`src/pkg/ctr_pkg.sv`:
```
/*
  Constants, register offsets and field layouts for the compact timer.
  Assumes an 8-bit register port with a 3-bit word address.
*/
package ctr_pkg;
  localparam int unsigned CTR_AW = 3;
  localparam int unsigned CTR_DW = 8;
  localparam int unsigned CTR_CW = 10;
  // Register offsets
  localparam logic [2:0] CTR_OFF_CTL_A = 3'h0;
  localparam logic [2:0] CTR_OFF_CTL_B = 3'h1;
  localparam logic [2:0] CTR_OFF_CNT_LO = 3'h2;
  localparam logic [2:0] CTR_OFF_CNT_HI = 3'h3;
  localparam logic [2:0] CTR_OFF_CMPA_LO = 3'h4;
  localparam logic [2:0] CTR_OFF_CMPA_HI = 3'h5;
  localparam logic [2:0] CTR_OFF_STAT = 3'h6;
  localparam logic [2:0] CTR_OFF_MASK = 3'h7;
  // Reset values
  localparam logic [7:0] CTR_RST_BYTE = 8'h00;
  localparam logic [9:0] CTR_RST_CNT = 10'h000;
  localparam logic [2:0] CTR_RST_EV = 3'h0;
  localparam logic [6:0] CTR_RST_PRESC = 7'h00;
  // Counter layout
  localparam logic [9:0] CTR_CNT_MAX = 10'h3FF;
  localparam logic [9:0] CTR_CNT_ONE = 10'h001;
  localparam logic [2:0] CTR_PERIOD_FULL = 3'h0;
  localparam logic [6:0] CTR_P_LOW_ZERO = 7'h00;
  localparam logic [6:0] CTR_PRESC_ALL = 7'h7F;
  localparam logic [6:0] CTR_PRESC_ONE = 7'h01;
  localparam logic [5:0] CTR_HI_PAD = 6'h00;
  // Clock source code for the external pin; lower codes divide the core clock
  localparam logic [2:0] CTR_CLK_SEL_EXT = 3'h7;
  // Operating modes
  localparam logic [1:0] CTR_MODE_CMP = 2'h0;
  localparam logic [1:0] CTR_MODE_PWM = 2'h2;
  localparam logic [1:0] CTR_MODE_TMR = 2'h3;
  // Output functions, compare mode
  localparam logic [1:0] CTR_OFN_HOLD = 2'h0;
  localparam logic [1:0] CTR_OFN_LOW = 2'h1;
  localparam logic [1:0] CTR_OFN_HIGH = 2'h2;
  localparam logic [1:0] CTR_OFN_TOGGLE = 2'h3;
  // Output functions, PWM mode
  localparam logic [1:0] CTR_PFN_INACTIVE = 2'h0;
  localparam logic [1:0] CTR_PFN_ACTIVE = 2'h1;
  localparam logic [1:0] CTR_PFN_PWM = 2'h2;
  // Event bits in status and mask
  localparam int unsigned CTR_EV_P = 0;
  localparam int unsigned CTR_EV_A = 1;
  localparam int unsigned CTR_EV_OVF = 2;

  typedef struct packed {
    logic pause_ctl;
    logic [2:0] clock_source_select;
    logic module_on;
    logic [2:0] period_select;
  } ctr_ctl_a_t;

  typedef struct packed {
    logic [1:0] operating_mode_select;
    logic [1:0] output_function_select;
    logic output_initial_level;
    logic output_polarity;
    logic duty_period_swap;
    logic clear_select;
  } ctr_ctl_b_t;
endpackage

```
`src/ctr_timer.sv`:
```
/*
  Compact 10-bit timer with compare A, 3-bit period compare, output pin,
  byte register port and masked interrupt.
  Assumes a single 100 MHz core clock and a register master that issues
  one-cycle strobes and reads data the cycle after a read strobe.
*/
// The strobed register port and the address map were decided locally.
`timescale 1ns/1ps
module ctr_timer
  import ctr_pkg::*;
(
  input wire logic i_core_clk,
  input wire logic i_arst_n,
  input wire logic [2:0] i_addr,
  input wire logic [7:0] i_wdata,
  input wire logic i_wr,
  input wire logic i_rd,
  output logic [7:0] o_rdata,
  output logic o_irq,
  input wire logic i_ext_clk,
  output logic o_tp
);

  ////////////////////////////////////////////////////////////////////////////
  ctr_ctl_a_t ctl_a_r;
  ctr_ctl_b_t ctl_b_r;
  logic [9:0] cnt_r;
  logic [9:0] cmpa_r;
  logic [7:0] buf_r;
  logic [2:0] stat_r;
  logic [2:0] stat_nxt;
  logic [2:0] mask_r;
  logic [7:0] rdata_r;
  logic irq_r;
  logic lvl_r;
  logic tp_r;
  logic on_q_r;
  logic [6:0] presc_r;
  logic ext_s1_r;
  logic ext_s2_r;
  logic ext_s3_r;
  logic [6:0] sel_mask;
  logic tick;
  logic run_tick;
  logic on_rise;
  logic [9:0] cnt_inc;
  logic p_hit;
  logic a_hit;
  logic ovf;
  logic clr_any;
  logic [2:0] ev;
  logic [7:0] cnt_lo_w;
  logic [1:0] cnt_hi_w;
  logic [1:0] wdata_lo2_w;

  ////////////////////////////////////////////////////////////////////////////
  // Register writes
  always_ff @(posedge i_core_clk or negedge i_arst_n) begin
    if (!i_arst_n) begin
      ctl_a_r <= CTR_RST_BYTE;
      ctl_b_r <= CTR_RST_BYTE;
      mask_r <= CTR_RST_EV;
    end else if (i_wr) begin
      case (i_addr)
        CTR_OFF_CTL_A: ctl_a_r <= i_wdata;
        CTR_OFF_CTL_B: ctl_b_r <= i_wdata;
        CTR_OFF_MASK: mask_r <= i_wdata[2:0];
        default: ;
      endcase
    end
  end

  always_ff @(posedge i_core_clk or negedge i_arst_n) begin
    if (!i_arst_n) begin
      cmpa_r <= CTR_RST_CNT;
    end else if (i_wr && i_addr == CTR_OFF_CMPA_HI) begin
      cmpa_r <= {i_wdata[1:0], buf_r};
    end
  end

  // Shared buffer: one pair access at a time, as software must sequence it
  // high read latches
  always_ff @(posedge i_core_clk or negedge i_arst_n) begin
    if (!i_arst_n) begin
      buf_r <= CTR_RST_BYTE;
    end else if (i_wr && i_addr == CTR_OFF_CMPA_LO) begin
      buf_r <= i_wdata;
    end else if (i_rd && i_addr == CTR_OFF_CNT_HI) begin
      buf_r <= cnt_r[7:0];
    end else if (i_rd && i_addr == CTR_OFF_CMPA_HI) begin
      buf_r <= cmpa_r[7:0];
    end
  end

  ////////////////////////////////////////////////////////////////////////////
  // Read data, valid only the cycle after the strobe
  // count byte layout
  always_ff @(posedge i_core_clk or negedge i_arst_n) begin
    if (!i_arst_n) begin
      rdata_r <= CTR_RST_BYTE;
    end else if (i_rd) begin
      case (i_addr)
        CTR_OFF_CTL_A: rdata_r <= ctl_a_r;
        CTR_OFF_CTL_B: rdata_r <= ctl_b_r;
        CTR_OFF_CNT_LO: rdata_r <= buf_r;
        CTR_OFF_CNT_HI: rdata_r <= {CTR_HI_PAD, cnt_r[9:8]};
        CTR_OFF_CMPA_LO: rdata_r <= buf_r;
        CTR_OFF_CMPA_HI: rdata_r <= {CTR_HI_PAD, cmpa_r[9:8]};
        CTR_OFF_STAT: rdata_r <= {5'h00, stat_r};
        CTR_OFF_MASK: rdata_r <= {5'h00, mask_r};
        default: rdata_r <= CTR_RST_BYTE;
      endcase
    end else begin
      rdata_r <= CTR_RST_BYTE;
    end
  end

  ////////////////////////////////////////////////////////////////////////////
  // Clock source: external pin passes two flops before edge detection
  always_ff @(posedge i_core_clk or negedge i_arst_n) begin
    if (!i_arst_n) begin
      ext_s1_r <= 1'b0;
      ext_s2_r <= 1'b0;
      ext_s3_r <= 1'b0;
    end else begin
      ext_s1_r <= i_ext_clk;
      ext_s2_r <= ext_s1_r;
      ext_s3_r <= ext_s2_r;
    end
  end

  always_ff @(posedge i_core_clk or negedge i_arst_n) begin
    if (!i_arst_n) begin
      presc_r <= CTR_RST_PRESC;
    end else begin
      presc_r <= presc_r + CTR_PRESC_ONE;
    end
  end

  always_comb begin
    sel_mask = ~(CTR_PRESC_ALL << ctl_a_r.clock_source_select);
    if (ctl_a_r.clock_source_select == CTR_CLK_SEL_EXT) begin
      tick = ext_s2_r & ~ext_s3_r;
    end else begin
      tick = (presc_r & sel_mask) == CTR_RST_PRESC;
    end
  end

  ////////////////////////////////////////////////////////////////////////////
  // Counter core
  // pause gates ticks
  assign run_tick = tick & ctl_a_r.module_on & ~ctl_a_r.pause_ctl;
  assign on_rise = ctl_a_r.module_on & ~on_q_r;
  assign cnt_inc = cnt_r + CTR_CNT_ONE;
  assign cnt_lo_w = cnt_r[7:0];
  assign cnt_hi_w = cnt_r[9:8];
  assign wdata_lo2_w = i_wdata[1:0];
  assign p_hit = run_tick && ctl_a_r.period_select != CTR_PERIOD_FULL &&
                 cnt_inc[9:7] == ctl_a_r.period_select && cnt_inc[6:0] == CTR_P_LOW_ZERO;
  assign a_hit = run_tick && cnt_inc == cmpa_r;
  assign ovf = run_tick && cnt_r == CTR_CNT_MAX;
  assign clr_any = (p_hit && !ctl_b_r.clear_select) || (a_hit && ctl_b_r.clear_select) || ovf;

  always_ff @(posedge i_core_clk or negedge i_arst_n) begin
    if (!i_arst_n) begin
      on_q_r <= 1'b0;
    end else begin
      on_q_r <= ctl_a_r.module_on;
    end
  end

  always_ff @(posedge i_core_clk or negedge i_arst_n) begin
    if (!i_arst_n) begin
      cnt_r <= CTR_RST_CNT;
    end else if (on_rise) begin
      cnt_r <= CTR_RST_CNT;
    end else if (run_tick) begin
      cnt_r <= clr_any ? CTR_RST_CNT : cnt_inc;
    end
  end

  ////////////////////////////////////////////////////////////////////////////
  // Interrupt: status read clears, a new event in that cycle wins
  // event flags
  assign ev = {ovf, a_hit, p_hit};
  always_comb begin
    stat_nxt = stat_r;
    if (i_rd && i_addr == CTR_OFF_STAT) begin
      stat_nxt = CTR_RST_EV;
    end
    stat_nxt = stat_nxt | ev;
  end

  always_ff @(posedge i_core_clk or negedge i_arst_n) begin
    if (!i_arst_n) begin
      stat_r <= CTR_RST_EV;
      irq_r <= 1'b0;
    end else begin
      stat_r <= stat_nxt;
      irq_r <= |(stat_nxt & mask_r);
    end
  end

  ////////////////////////////////////////////////////////////////////////////
  // Output pin; polarity applied after the level so modes share one path
  // mode decode
  always_ff @(posedge i_core_clk or negedge i_arst_n) begin
    if (!i_arst_n) begin
      lvl_r <= 1'b0;
    end else begin
      case (ctl_b_r.operating_mode_select)
        CTR_MODE_CMP: begin
          if (on_rise) begin
            lvl_r <= ctl_b_r.output_initial_level;
          end else if (a_hit) begin
            case (ctl_b_r.output_function_select)
              CTR_OFN_LOW: lvl_r <= 1'b0;
              CTR_OFN_HIGH: lvl_r <= 1'b1;
              CTR_OFN_TOGGLE: lvl_r <= ~lvl_r;
              default: lvl_r <= lvl_r;
            endcase
          end
        end
        CTR_MODE_PWM: begin
          case (ctl_b_r.output_function_select)
            CTR_PFN_INACTIVE: lvl_r <= 1'b0;
            CTR_PFN_ACTIVE: lvl_r <= 1'b1;
            CTR_PFN_PWM: lvl_r <= ctl_a_r.module_on && (cnt_r < cmpa_r);
            default: lvl_r <= lvl_r;
          endcase
        end
        default: lvl_r <= lvl_r;
      endcase
    end
  end

  always_ff @(posedge i_core_clk or negedge i_arst_n) begin
    if (!i_arst_n) begin
      tp_r <= 1'b0;
    end else begin
      tp_r <= lvl_r ^ ctl_b_r.output_polarity;
    end
  end

  assign o_rdata = rdata_r;
  assign o_irq = irq_r;
  assign o_tp = tp_r;
endmodule

```
`config.mk`:
```
export PLATFORM = sky130hd
export DESIGN_NAME = ctr_timer
export DESIGN_NICKNAME = d
export VERILOG_FILES = /design/src/pkg/ctr_pkg.sv /design/src/ctr_timer.sv
export SDC_FILE = /design/constraint.sdc
export NUM_CORES = 1
export LEC_CHECK = 0
export BUFFER_PORTS_ARGS = -buffer_cell sky130_fd_sc_hd__buf_4
export CORE_AREA = 4 4 98 100
export DETAILED_ROUTE_END_ITERATION = 10
export DIE_AREA = 0 0 102 104
export PLACE_DENSITY_LB_ADDON = 0.3
export SYNTH_ARGS = -nofsm -noshare
export SYNTH_HDL_FRONTEND = slang
export SYNTH_SLANG_ARGS = --single-unit
```
`constraint.sdc`:
```
create_clock -name i_core_clk -period 2.8 [get_ports i_core_clk]
set_input_delay 0.28 -clock i_core_clk [delete_from_list [all_inputs] [get_ports i_core_clk]]
set_output_delay 0.28 -clock i_core_clk [all_outputs]
set_load 0.01 [all_outputs]
```
==> reports/metrics.cfg, run 1 <==
[run_status]
status = finished, final reports clean

[detailed_routing]
wl_mm = 10.34
drtPass1Iterations = 4
drc = 0
post_drt_wl_per_cell_um = 18.20
vias_per_cell = 6.032
drtIter0Drc = 244
num_vias = 3426
ant_nets = 0

[critical_path]
cp-start-kind = flop
r2r_setup_slack_ns = 0.16
path_cells = ha_1 > nand2b_1 > mux2_4 > o32ai_2 > o2111ai_1 > o31ai_4 > buf_4 > a221oi_1 > a21o_1
critical_path_required_ns = 3.05
critPathArrivalTime_ns = 2.89
cp_slowest_cell = dfrtp_2
crit_buf_inv = 1
critPathTopFamily = compound AO/OA/AOI/OAI gates
cp_max_fo = 8
max_stage_delay_ns = 0.49
critPathKind = reg2reg
worstSetupEndpointType = flop

[power_and_ir_drop]
cellPowerDensity_nw_per_um2 = 633.3
totalPowerFinal_mw = 3.043
ir_drop_mv = 0.4067
p_leak_nw = 2.169

[cts]
clkTransAtPathRegs_ns = 0.09
ctsHoldBuffers = 0
cts_tree = done
cts_resized = 0
cts_buffer_depth = 2
cts_root_buffer = clkbuf_8
clock_sinks = 71
numCtsBuffers = 9
h-tree-depth = 3
clk_latency_ns = 0.36
post_cts_buffers = 0

[timing]
report.final.slew_viol_count = 0
whs_ns = 0.02619
worstMarginPinSlew_ns = 0.9163
finalCritPeriodShare = 0.9441
rsz0062_at_grt = no
setup_violations = 0
hold_viol_final = 0
finalSetupTns_ns = 0
slew_headroom = 0.3891
finalClockSkew_ns = 0.01247
layout_min_cycle_time_ns = 2.643
fmax_mhz = 378.3

[yosys]
synthArstFlopShare = 1.000
postSynthCellCount = 427
netlist_area_um2 = 4278
syn_avg_cell_area_um2 = 10.02
synth_warnings = 0
synthFlopType = dfrtp_1
synth_edf_count = 0
ys_top_cells_by_area = dfrtp_1 (42%), mux2_2 (5.3%), ha_1 (5.0%), o21ai_0 (4.0%), mux2i_1 (3.3%)
ys_ff_latch = 71
syn_nets = 460
yosysTopAreaCellShare = 0.4153
ys_seq_area_frac = 0.4153
yosysUniqueCellTypes = 68
synth_area_leader_cell = dfrtp_1

[placed_design]
portBuffers = 25
gp_congestion = 0.8881
post-dp-hpwl_mm = 7.637

[layout]
multiInputGateArea_um2 = 2312
n_antenna_cell = 0
final_nets = 488
num-fill-cells = 768
register_area_um2 = 1778
fin_util = 0.5536
final_layout_size_suffix_gt1_frac = 0.2043
syn2layout_area_growth_pct = 12.31

[global_route]
grt_pass1_wl_mm = 17.68
antenna_found_initial = 0
grt.total_usage = 0.2090
grt_pass1_vias = 3471
overflow = 0
grt_max_degree = 72

[floorplanning]
rows = 34
dieArea_um2 = 10610
die_h_um = 104
start_util = 0.4929
die_w_um = 102
core_um2 = 8678
io_pins = 26

[min_path]
min_path_type = in2reg

[flow_run]
maxCapViolations = 0

## power by group
part	total, mW	switching, mW	leakage, nW	internal [mW]
registers	1.43	0.225	0.901	1.20
logic	0.778	0.412	1.17	0.366
clock network	0.837	0.425	0.0956	0.413
total	3.04	1.06	2.17	1.98
## cells in the mapped netlist (all sizes together), types with 3 or more instances
library cell and number:
dfrtp 71, o21ai 34, nand2 31, inv 24, mux2 22, nor2 22
ha 17, mux2i 14, a21oi 13, buf 13, nor2b 13, nand3 12
xnor2 10, clkbuf 9, nand2b 9, nor3 9, a221oi 8, xor2 8
a21o 7, a22oi 7, a31oi 7, and3 6, a211oi 5, a2111oi 4
o211ai 4, or2 4, maj3 3, nand3b 3, nand4 3, nand4b 3
or3 3
## cells in the final DEF, fill, tap and decap left out, types with 2 or more instances in the layout
master / instances
nor4bb_1: 2
nor4b_1: 2
clkinv_2: 2
nand4b_1: 3
nand2b_1: 9
clkinvlp_4: 2
or2_2: 3
a21oi_1: 13
nor2_1: 22
xor2_1: 8
a22oi_1: 7
clkbuf_8: 9
ha_1: 17
nand4_1: 2
a221oi_1: 7
dfrtp_1: 70
a2111oi_0: 2
o211ai_1: 3
nor3_1: 7
and2_1: 2
and3_1: 6
maj3_1: 3
xnor2_1: 10
nand2_1: 31
nand3_1: 10
mux2_2: 20
inv_1: 24
a21o_1: 7
nand3b_1: 3
nor2b_1: 13
o21ai_0: 33
mux2i_1: 14
a211oi_1: 5
and4_1: 2
o2111ai_1: 2
buf_4: 39
nor3_4: 2
or3_1: 3
a31oi_1: 7
## layer usage
| metal | up-vias | part of all wire | track usage |
|---|---|---|---|
| li1 | 1603 | - | - |
| met1 | 1711 | 0.47 | 0.2993 |
| met2 | 98 | 0.47 | 0.3213 |
| met3 | 14 | 0.042 | 0.03488 |
| met4 | 0 | 0.016 | 0.06654 |
| met5 | - | 0 | 0 |
## worst register-to-register path, stage by stage (launching register included)
cell and delay (ns):
dfrtp_2 0.49, ha_1 0.31, nand2b_1 0.18, mux2_4 0.27, o32ai_2 0.21, o2111ai_1 0.25, o31ai_4 0.40, buf_4 0.20
a221oi_1 0.05, a21o_1 0.18
## registers in the layout, indices dropped and copies added, names as in the netlist, 6 cells and up
signal,cells
presc_r,6
o_rdata,8
cnt_r,10
ctl_b_r,8
ctl_a_r,8
buf_r,8
cmpa_r,10
## cell families after synthesis
family | synth area share
buffers and inverters | 0.04416
XOR/XNOR | 0.03685
adder cells (fa/ha/maj) | 0.05674
AO/OA/AOI/OAI | 0.1720
flip-flops | 0.4153
AND/OR/NAND/NOR | 0.1781
multiplexers | 0.09681
## path summary, 6_finish.rpt
kind | startpoint | endpoint | depth (start not counted)
min in group asynchronous | i_arst_n | presc_r[5]$_DFF_PN0_ | 1
max in group asynchronous | i_arst_n | cnt_r[0]$_DFFE_PN0P_ | 1
setup / recovery | cnt_r[0]$_DFFE_PN0P_ | cnt_r[3]$_DFFE_PN0P_ | 9
hold reg to reg | ext_s1_r$_DFF_PN0_ | ext_s2_r$_DFF_PN0_ | 0
setup reg to reg | cnt_r[0]$_DFFE_PN0P_ | cnt_r[3]$_DFFE_PN0P_ | 9
hold / removal | i_ext_clk | ext_s1_r$_DFF_PN0_ | 1
## per-stage QoR
step	area, µm²	std cells	worst slack, ns
finish	4805	568	0.1565
global route	4805	568	0.01175
detailed placement	4607	552	0.1064
global placement	4607	552	0.2137
floorplan	4278	427	0.2818
CTS	4803	568	0.07446
## cell type report
type	count	share of cell area
Timing Repair Buffer	39	0.06094
Multi-Input combinational cell	310	0.4813
Clock buffer	9	0.02578
Clock inverter	7	0.01510
Sequential cell	71	0.3701
Inverter	24	0.01875
Tap cell	108	0.02813
No activity file was read; power rests on OpenSTA's default activity.
==> run 2: changes to the inputs <==
CORE_AREA = 4 4 94 105   (was 4 4 98 100)
DIE_AREA = 0 0 98 109   (was 0 0 102 104)
==> run 2 against run 1 <==
Combinational power increased by 2%; largest cell class unchanged; sequential share of layout area about the same; final area about the same; sequential power about the same.
==> reports/metrics.cfg, run 2 (synthesized netlist as in run 1, its figures left out) <==
[cts]
cts_root_buffer = clkbuf_8
cts_buffer_depth = 2  ; unchanged
post_cts_buffers = 0  ; unchanged
clock_sinks = 71  ; unchanged
cts_tree = done
numCtsBuffers = 9  ; unchanged
clk_latency_ns = 0.36  ; about the same
ctsHoldBuffers = 0  ; unchanged
cts_resized = 0  ; unchanged
h-tree-depth = 3  ; unchanged
clkTransAtPathRegs_ns = 0.09  ; about the same

[power_and_ir_drop]
combPwrFrac = 0.264  ; +0.008
intPower_mw = 1.924  ; -2.9%
clock_power_share = 0.265  ; -0.010
p_leak_nw = 2.157  ; -0.54%
p_seq_frac = 0.471  ; +0.002
ir_drop_mv = 0.2987  ; -27%
net-switching-power_mw = 1.086  ; +2.4%
cellPowerDensity_nw_per_um2 = 626.9  ; -1.0%
totalPowerFinal_mw = 3.010  ; -1.1%
switching_share = 0.3608  ; +0.01218

[floorplanning]
die_h_um = 109  ; +4.8%
die_w_um = 98  ; -3.9%
core_um2 = 8783  ; +1.2%
start_util = 0.4870  ; -0.005898
rows = 36  ; +5.9%
io_pins = 26  ; unchanged
dieArea_um2 = 10680  ; +0.70%

[placed_design]
portBuffers = 25  ; unchanged
pre_cts_ws_ns = 0.1321  ; +0.02571 ns
dp_cells = 557  ; +0.91%
gp_congestion = 0.9456  ; +6.5%
placed_cell_area_um2 = 4607  ; unchanged
post-dp-hpwl_mm = 7.642  ; about the same

[timing]
finalCritPeriodShare = 0.9491  ; +0.005046
whs_ns = 0.01705  ; -0.009136 ns
finalClockSkew_ns = 0.01108  ; -0.001395 ns
hold_viol_final = 0  ; unchanged
layout_min_cycle_time_ns = 2.658  ; +0.01413 ns
setup_violations = 0  ; unchanged
rsz0062_at_grt = no
fmax_mhz = 376.3  ; -0.53%
fin_ws_ns = 0.1424  ; -0.01413 ns
slew_headroom = 0.3898  ; +0.0007170
finalSetupTns_ns = 0  ; unchanged
worstMarginPinSlew_ns = 0.9152  ; -0.001074 ns
report.final.slew_viol_count = 0  ; unchanged

[layout]
num-fill-cells = 812  ; +5.7%
final_nets = 487  ; -0.20%
top_regs = cmpa_r x10, cnt_r x10
register_area_um2 = 1778  ; unchanged
final_cell_mix = dfrtp_1 (70), buf_4 (38), o21ai_0 (33), nand2_1 (31), inv_1 (24)
syn2layout_area_growth_pct = 12.26  ; about the same
fin_util = 0.5467  ; -0.006909
multiInputGateArea_um2 = 2323  ; +0.49%
final_common_cell = dfrtp_1
n_antenna_cell = 0  ; unchanged
instances_no_fill = 573  ; +0.88%
design_area_um2 = 4802  ; about the same
final_layout_size_suffix_gt1_frac = 0.2048  ; +0.0004452

[critical_path]
r2r_setup_slack_ns = 0.14  ; about the same
cp_max_fo = 7  ; -1
cp_slowest_cell = dfrtp_1
critPathLaunch = cnt_r[1]$_DFFE_PN0P_
critPathKind = reg2reg
r2r-end = o_irq$_DFF_PN0_
r2r_cells = 8  ; -1
path_cells = buf_4 > nand4_2 > nor3_4 > mux2i_1 > nor4_4 > and2_1 > a21o_1 > a221o_1
worstSetupEndpointType = flop
critical_path_required_ns = 3.04  ; about the same
r2r-start = cnt_r[1]$_DFFE_PN0P_
cp-endpoint = o_irq$_DFF_PN0_
critPathArrivalTime_ns = 2.90  ; about the same
max_stage_delay_ns = 0.47  ; -0.02 ns
cp-start-kind = flop

[global_route]
overflow = 0  ; unchanged
grt.total_usage = 0.2047  ; -0.004262
grt_max_degree = 72  ; unchanged
antenna_found_initial = 0  ; unchanged
grt_pass1_vias = 3425  ; -1.3%
grt_pass1_wl_mm = 17.33  ; -2.0%

[detailed_routing]
wl_mm = 10.37  ; +0.26%
ant_nets = 0  ; unchanged
num_vias = 3342  ; -2.5%
drc = 0  ; unchanged
vias_per_cell = 5.832  ; -3.3%
drtPass1Iterations = 5  ; +1
post_drt_wl_per_cell_um = 18.09  ; -0.61%
drtIter0Drc = 207  ; -15%

[min_path]
min_path_type = in2async

[run_status]
status = finished, final reports clean

[flow_run]
maxCapViolations = 0  ; unchanged

## run 2: cell types whose count changed in the layout (fill, tap and decap cells not counted)
cell / delta
inv_8: +1
ha_1: -1
nor4_2: -1
nor4_4: +1
ha_2: +1
clkbuf_8: +1
bufinv_16: -1
buf_4: -1
inv_6: -1
## run 2: layout make-up
| type | count | share of cell area |
|---|---|---|
| Multi-Input combinational cell | 310 | 0.4838 |
| Tap cell | 114 | 0.02970 |
| Timing Repair Buffer | 38 | 0.05941 |
| Clock buffer | 10 | 0.02866 |
| Clock inverter | 6 | 0.009380 |
| Sequential cell | 71 | 0.3702 |
| Inverter | 24 | 0.01876 |
## run 2: power by group through the flow
stage / clock network (mW) / registers (mW) / logic, mW
after global placement: 0 / 1.43 / 0.759
after global routing: 0.848 / 1.45 / 0.883
after floorplan: 0 / 1.37 / 0.558
after CTS: 0.801 / 1.41 / 0.790
final: 0.797 / 1.42 / 0.796
after detailed placement: 0 / 1.43 / 0.783
## run 2: routing by layer
layer	vias to the layer above	GRT usage	routed length, µm
met4	0	0.07122	190
li1	1607	-	-
met3	12	0.03263	372
met5	-	0	0
met2	71	0.3356	5078
met1	1652	0.2771	4724
## run 2: how the worst min path moves through the flow
stage                             startpoint  slack [ns]  cells after the start              endpoint
after floorplan                     i_arst_n       -0.02                      0  buf_r[0]$_DFFE_PN0P_
after global placement    ext_s1_r$_DFF_PN0_        0.34                      0    ext_s2_r$_DFF_PN0_
after detailed placement  ext_s1_r$_DFF_PN0_        0.34                      0    ext_s2_r$_DFF_PN0_
after CTS                          i_ext_clk        0.02                      1    ext_s1_r$_DFF_PN0_
after global routing               i_ext_clk        0.02                      1    ext_s1_r$_DFF_PN0_
final                               i_arst_n        0.02                      1  cnt_r[1]$_DFFE_PN0P_
## run 2: worst max-delay path, delay by kind of cell, from the launching register on
| family | cells | cell delay, ns |
|---|---|---|
| mux | 1 | 0.36 |
| buf+inv | 1 | 0.18 |
| simple gates | 4 | 0.98 |
| compound gates | 2 | 0.54 |
| flops | 1 | 0.47 |
==> run 3: changes to the inputs <==
==> constraint.sdc (replaced) <==
create_clock -name i_core_clk -period 2.8 [get_ports i_core_clk]
set_input_delay 0.56 -clock i_core_clk [delete_from_list [all_inputs] [get_ports i_core_clk]]
set_output_delay 0.56 -clock i_core_clk [all_outputs]
set_load 0.01 [all_outputs]
==> run 3 against run 2 <==
Cell count rose by 0.52%; maximum frequency fell by 0.94%; final area rose by 2.2%; clock skew fell by 0.0031 ns; worst setup slack got worse by 0.025 ns; global-route usage rose by 0.31 points; combinational power rose by 2%; critical path depth did not move; routed wire length rose by 2.7%; total power rose by 9.9%; worst hold slack improved by 0.29 ns; via count fell by 0.57%; critical endpoint is now lvl_r$_DFFE_PN0P_; largest power group unchanged; highest routed layer unchanged.
==> reports/metrics.cfg, run 3 (synthesized netlist as in run 1, its figures left out) <==
[layout]
n_antenna_cell = 0  ; unchanged
final_nets = 490  ; +0.62%
final_cell_mix = dfrtp_1 (70), buf_4 (41), o21ai_0 (34), nand2_1 (31), inv_1 (24)
syn2layout_area_growth_pct = 14.74
final_layout_size_suffix_gt1_frac = 0.2100  ; +0.005164
fin_util = 0.5588  ; +0.01211
top_regs = cmpa_r x10, cnt_r x10
num-fill-cells = 779  ; -4.1%
final_common_cell = dfrtp_1

[power_and_ir_drop]
clock_power_share = 0.325  ; +0.060
p_leak_nw = 2.218  ; +2.8%
switching_share = 0.3197  ; -0.04116
p_seq_frac = 0.429  ; -0.042
intPower_mw = 2.250  ; +17%
cellPowerDensity_nw_per_um2 = 673.9  ; +7.5%
net-switching-power_mw = 1.057  ; -2.7%
combPwrFrac = 0.246  ; -0.018
ir_drop_mv = 0.3256  ; +9.0%

[global_route]
grt_max_degree = 72  ; unchanged
grt.total_usage = 0.2079  ; +0.003108
overflow = 0  ; unchanged
antenna_found_initial = 0  ; unchanged
grt_pass1_wl_mm = 17.50  ; +1.0%
grt_pass1_vias = 3331  ; -2.7%

[floorplanning]
dieArea_um2 = 10680  ; unchanged
io_pins = 26  ; unchanged
rows = 36  ; unchanged
start_util = 0.4870  ; unchanged
die_h_um = 109  ; unchanged
core_um2 = 8783  ; unchanged
die_w_um = 98  ; unchanged

[timing]
finalSetupTns_ns = 0  ; unchanged
worstMarginPinSlew_ns = 0.9074  ; -0.007777 ns
whs_ns = 0.3095  ; +0.2924 ns
setup_violations = 0  ; unchanged
slew_headroom = 0.3950  ; +0.005184
fmax_mhz = 372.7  ; -0.94%
finalClockSkew_ns = 0.008024  ; -0.003053 ns
finalCritPeriodShare = 0.9582  ; +0.009041
fin_ws_ns = 0.1171  ; -0.02532 ns
report.final.slew_viol_count = 0  ; unchanged
hold_viol_final = 0  ; unchanged
rsz0062_at_grt = no
layout_min_cycle_time_ns = 2.683  ; +0.02531 ns

[min_path]
whs_path_depth = 1
min_path_type = in2reg

[cts]
cts_resized = 0  ; unchanged
clk_latency_ns = 0.36  ; about the same
numCtsBuffers = 9  ; unchanged
cts_tree = done
clkTransAtPathRegs_ns = 0.08  ; about the same
cts_root_buffer = clkbuf_8
cts_buffer_depth = 2  ; unchanged
post_cts_buffers = 0  ; unchanged
clock_sinks = 71  ; unchanged
h-tree-depth = 3  ; unchanged
ctsHoldBuffers = 0  ; unchanged

[flow_run]
maxCapViolations = 0  ; unchanged

[critical_path]
critical_path_required_ns = 3.04  ; about the same
worstSetupEndpointType = flop
r2r_setup_slack_ns = 0.12  ; -0.03 ns
cp_max_fo = 8  ; +1
critPathKind = reg2reg
r2r_cells = 8  ; unchanged
critPathArrivalTime_ns = 2.92  ; +0.02 ns
cp-start-kind = flop

[detailed_routing]
vias_per_cell = 5.769  ; -1.1%
drtIter0Drc = 184  ; -11%
num_vias = 3323  ; -0.57%
wl_mm = 10.65  ; +2.7%
post_drt_wl_per_cell_um = 18.49  ; +2.2%
ant_nets = 0  ; unchanged
drc = 0  ; unchanged
drtPass1Iterations = 4  ; -1

[placed_design]
gp_congestion = 0.9308  ; -1.6%
post-dp-hpwl_mm = 7.839  ; +2.6%
pre_cts_ws_ns = 0.05240  ; -0.07973 ns
portBuffers = 25  ; unchanged

[run_status]
status = finished, final reports clean

## run 3: final timing paths
path / from / endpoint
setup / recovery: cnt_r[0]$_DFFE_PN0P_ / lvl_r$_DFFE_PN0P_
hold / removal: i_ext_clk / ext_s1_r$_DFF_PN0_
setup reg to reg: cnt_r[0]$_DFFE_PN0P_ / lvl_r$_DFFE_PN0P_
hold reg to reg: ext_s1_r$_DFF_PN0_ / ext_s2_r$_DFF_PN0_
max in group asynchronous: i_arst_n / cnt_r[0]$_DFFE_PN0P_
min in group asynchronous: i_arst_n / cnt_r[3]$_DFFE_PN0P_
## run 3: final cells by class
cell class | count | area [µm²] | area share
multi-input cells | 310 | 2326 | 0.4739
flip-flops and latches | 71 | 1778 | 0.3622
repair buffers | 41 | 307.8 | 0.06271
clock buffers | 12 | 165.2 | 0.03365
well taps | 114 | 142.6 | 0.02906
clock inverters | 4 | 98.84 | 0.02014
inverters | 24 | 90.09 | 0.01835
## run 3: metal layers
metal / wire [µm] / up-vias / GRT usage
met3: 358 / 18 / 0.03519
met1: 4752 / 1636 / 0.2747
met4: 261 / 0 / 0.07715
met2: 5276 / 60 / 0.3448
met5: 0 / - / 0
li1: - / 1609 / -
## run 3: worst max-delay path, stage by stage (launching register included)
cell       delay [ns]
dfrtp_2          0.47
ha_1             0.27
and3_1           0.22
a31oi_1          0.10
or2_1            0.26
a2111oi_4        0.40
nand3_1          0.18
a221oi_2         0.29
mux2_1           0.36
## run 3: through the flow
stage | total power, mW | instances | area, µm²
after floorplan | 1.927 | 427 | 4278
final | 3.308 | 576 | 4908
after global routing | 3.493 | 576 | 4908
after global placement | 2.188 | 560 | 4629
after CTS | 3.302 | 576 | 4893
after detailed placement | 2.229 | 560 | 4629
## run 3: power groups by stage
stage / combinational, mW / sequential (mW) / clock (mW)
2_1_floorplan: 0.558 / 1.37 / 0
3_3_place_gp: 0.764 / 1.42 / 0
3_5_place_dp: 0.792 / 1.44 / 0
4_1_cts: 0.800 / 1.42 / 1.09
5_1_grt: 0.907 / 1.45 / 1.14
6_report: 0.814 / 1.42 / 1.07
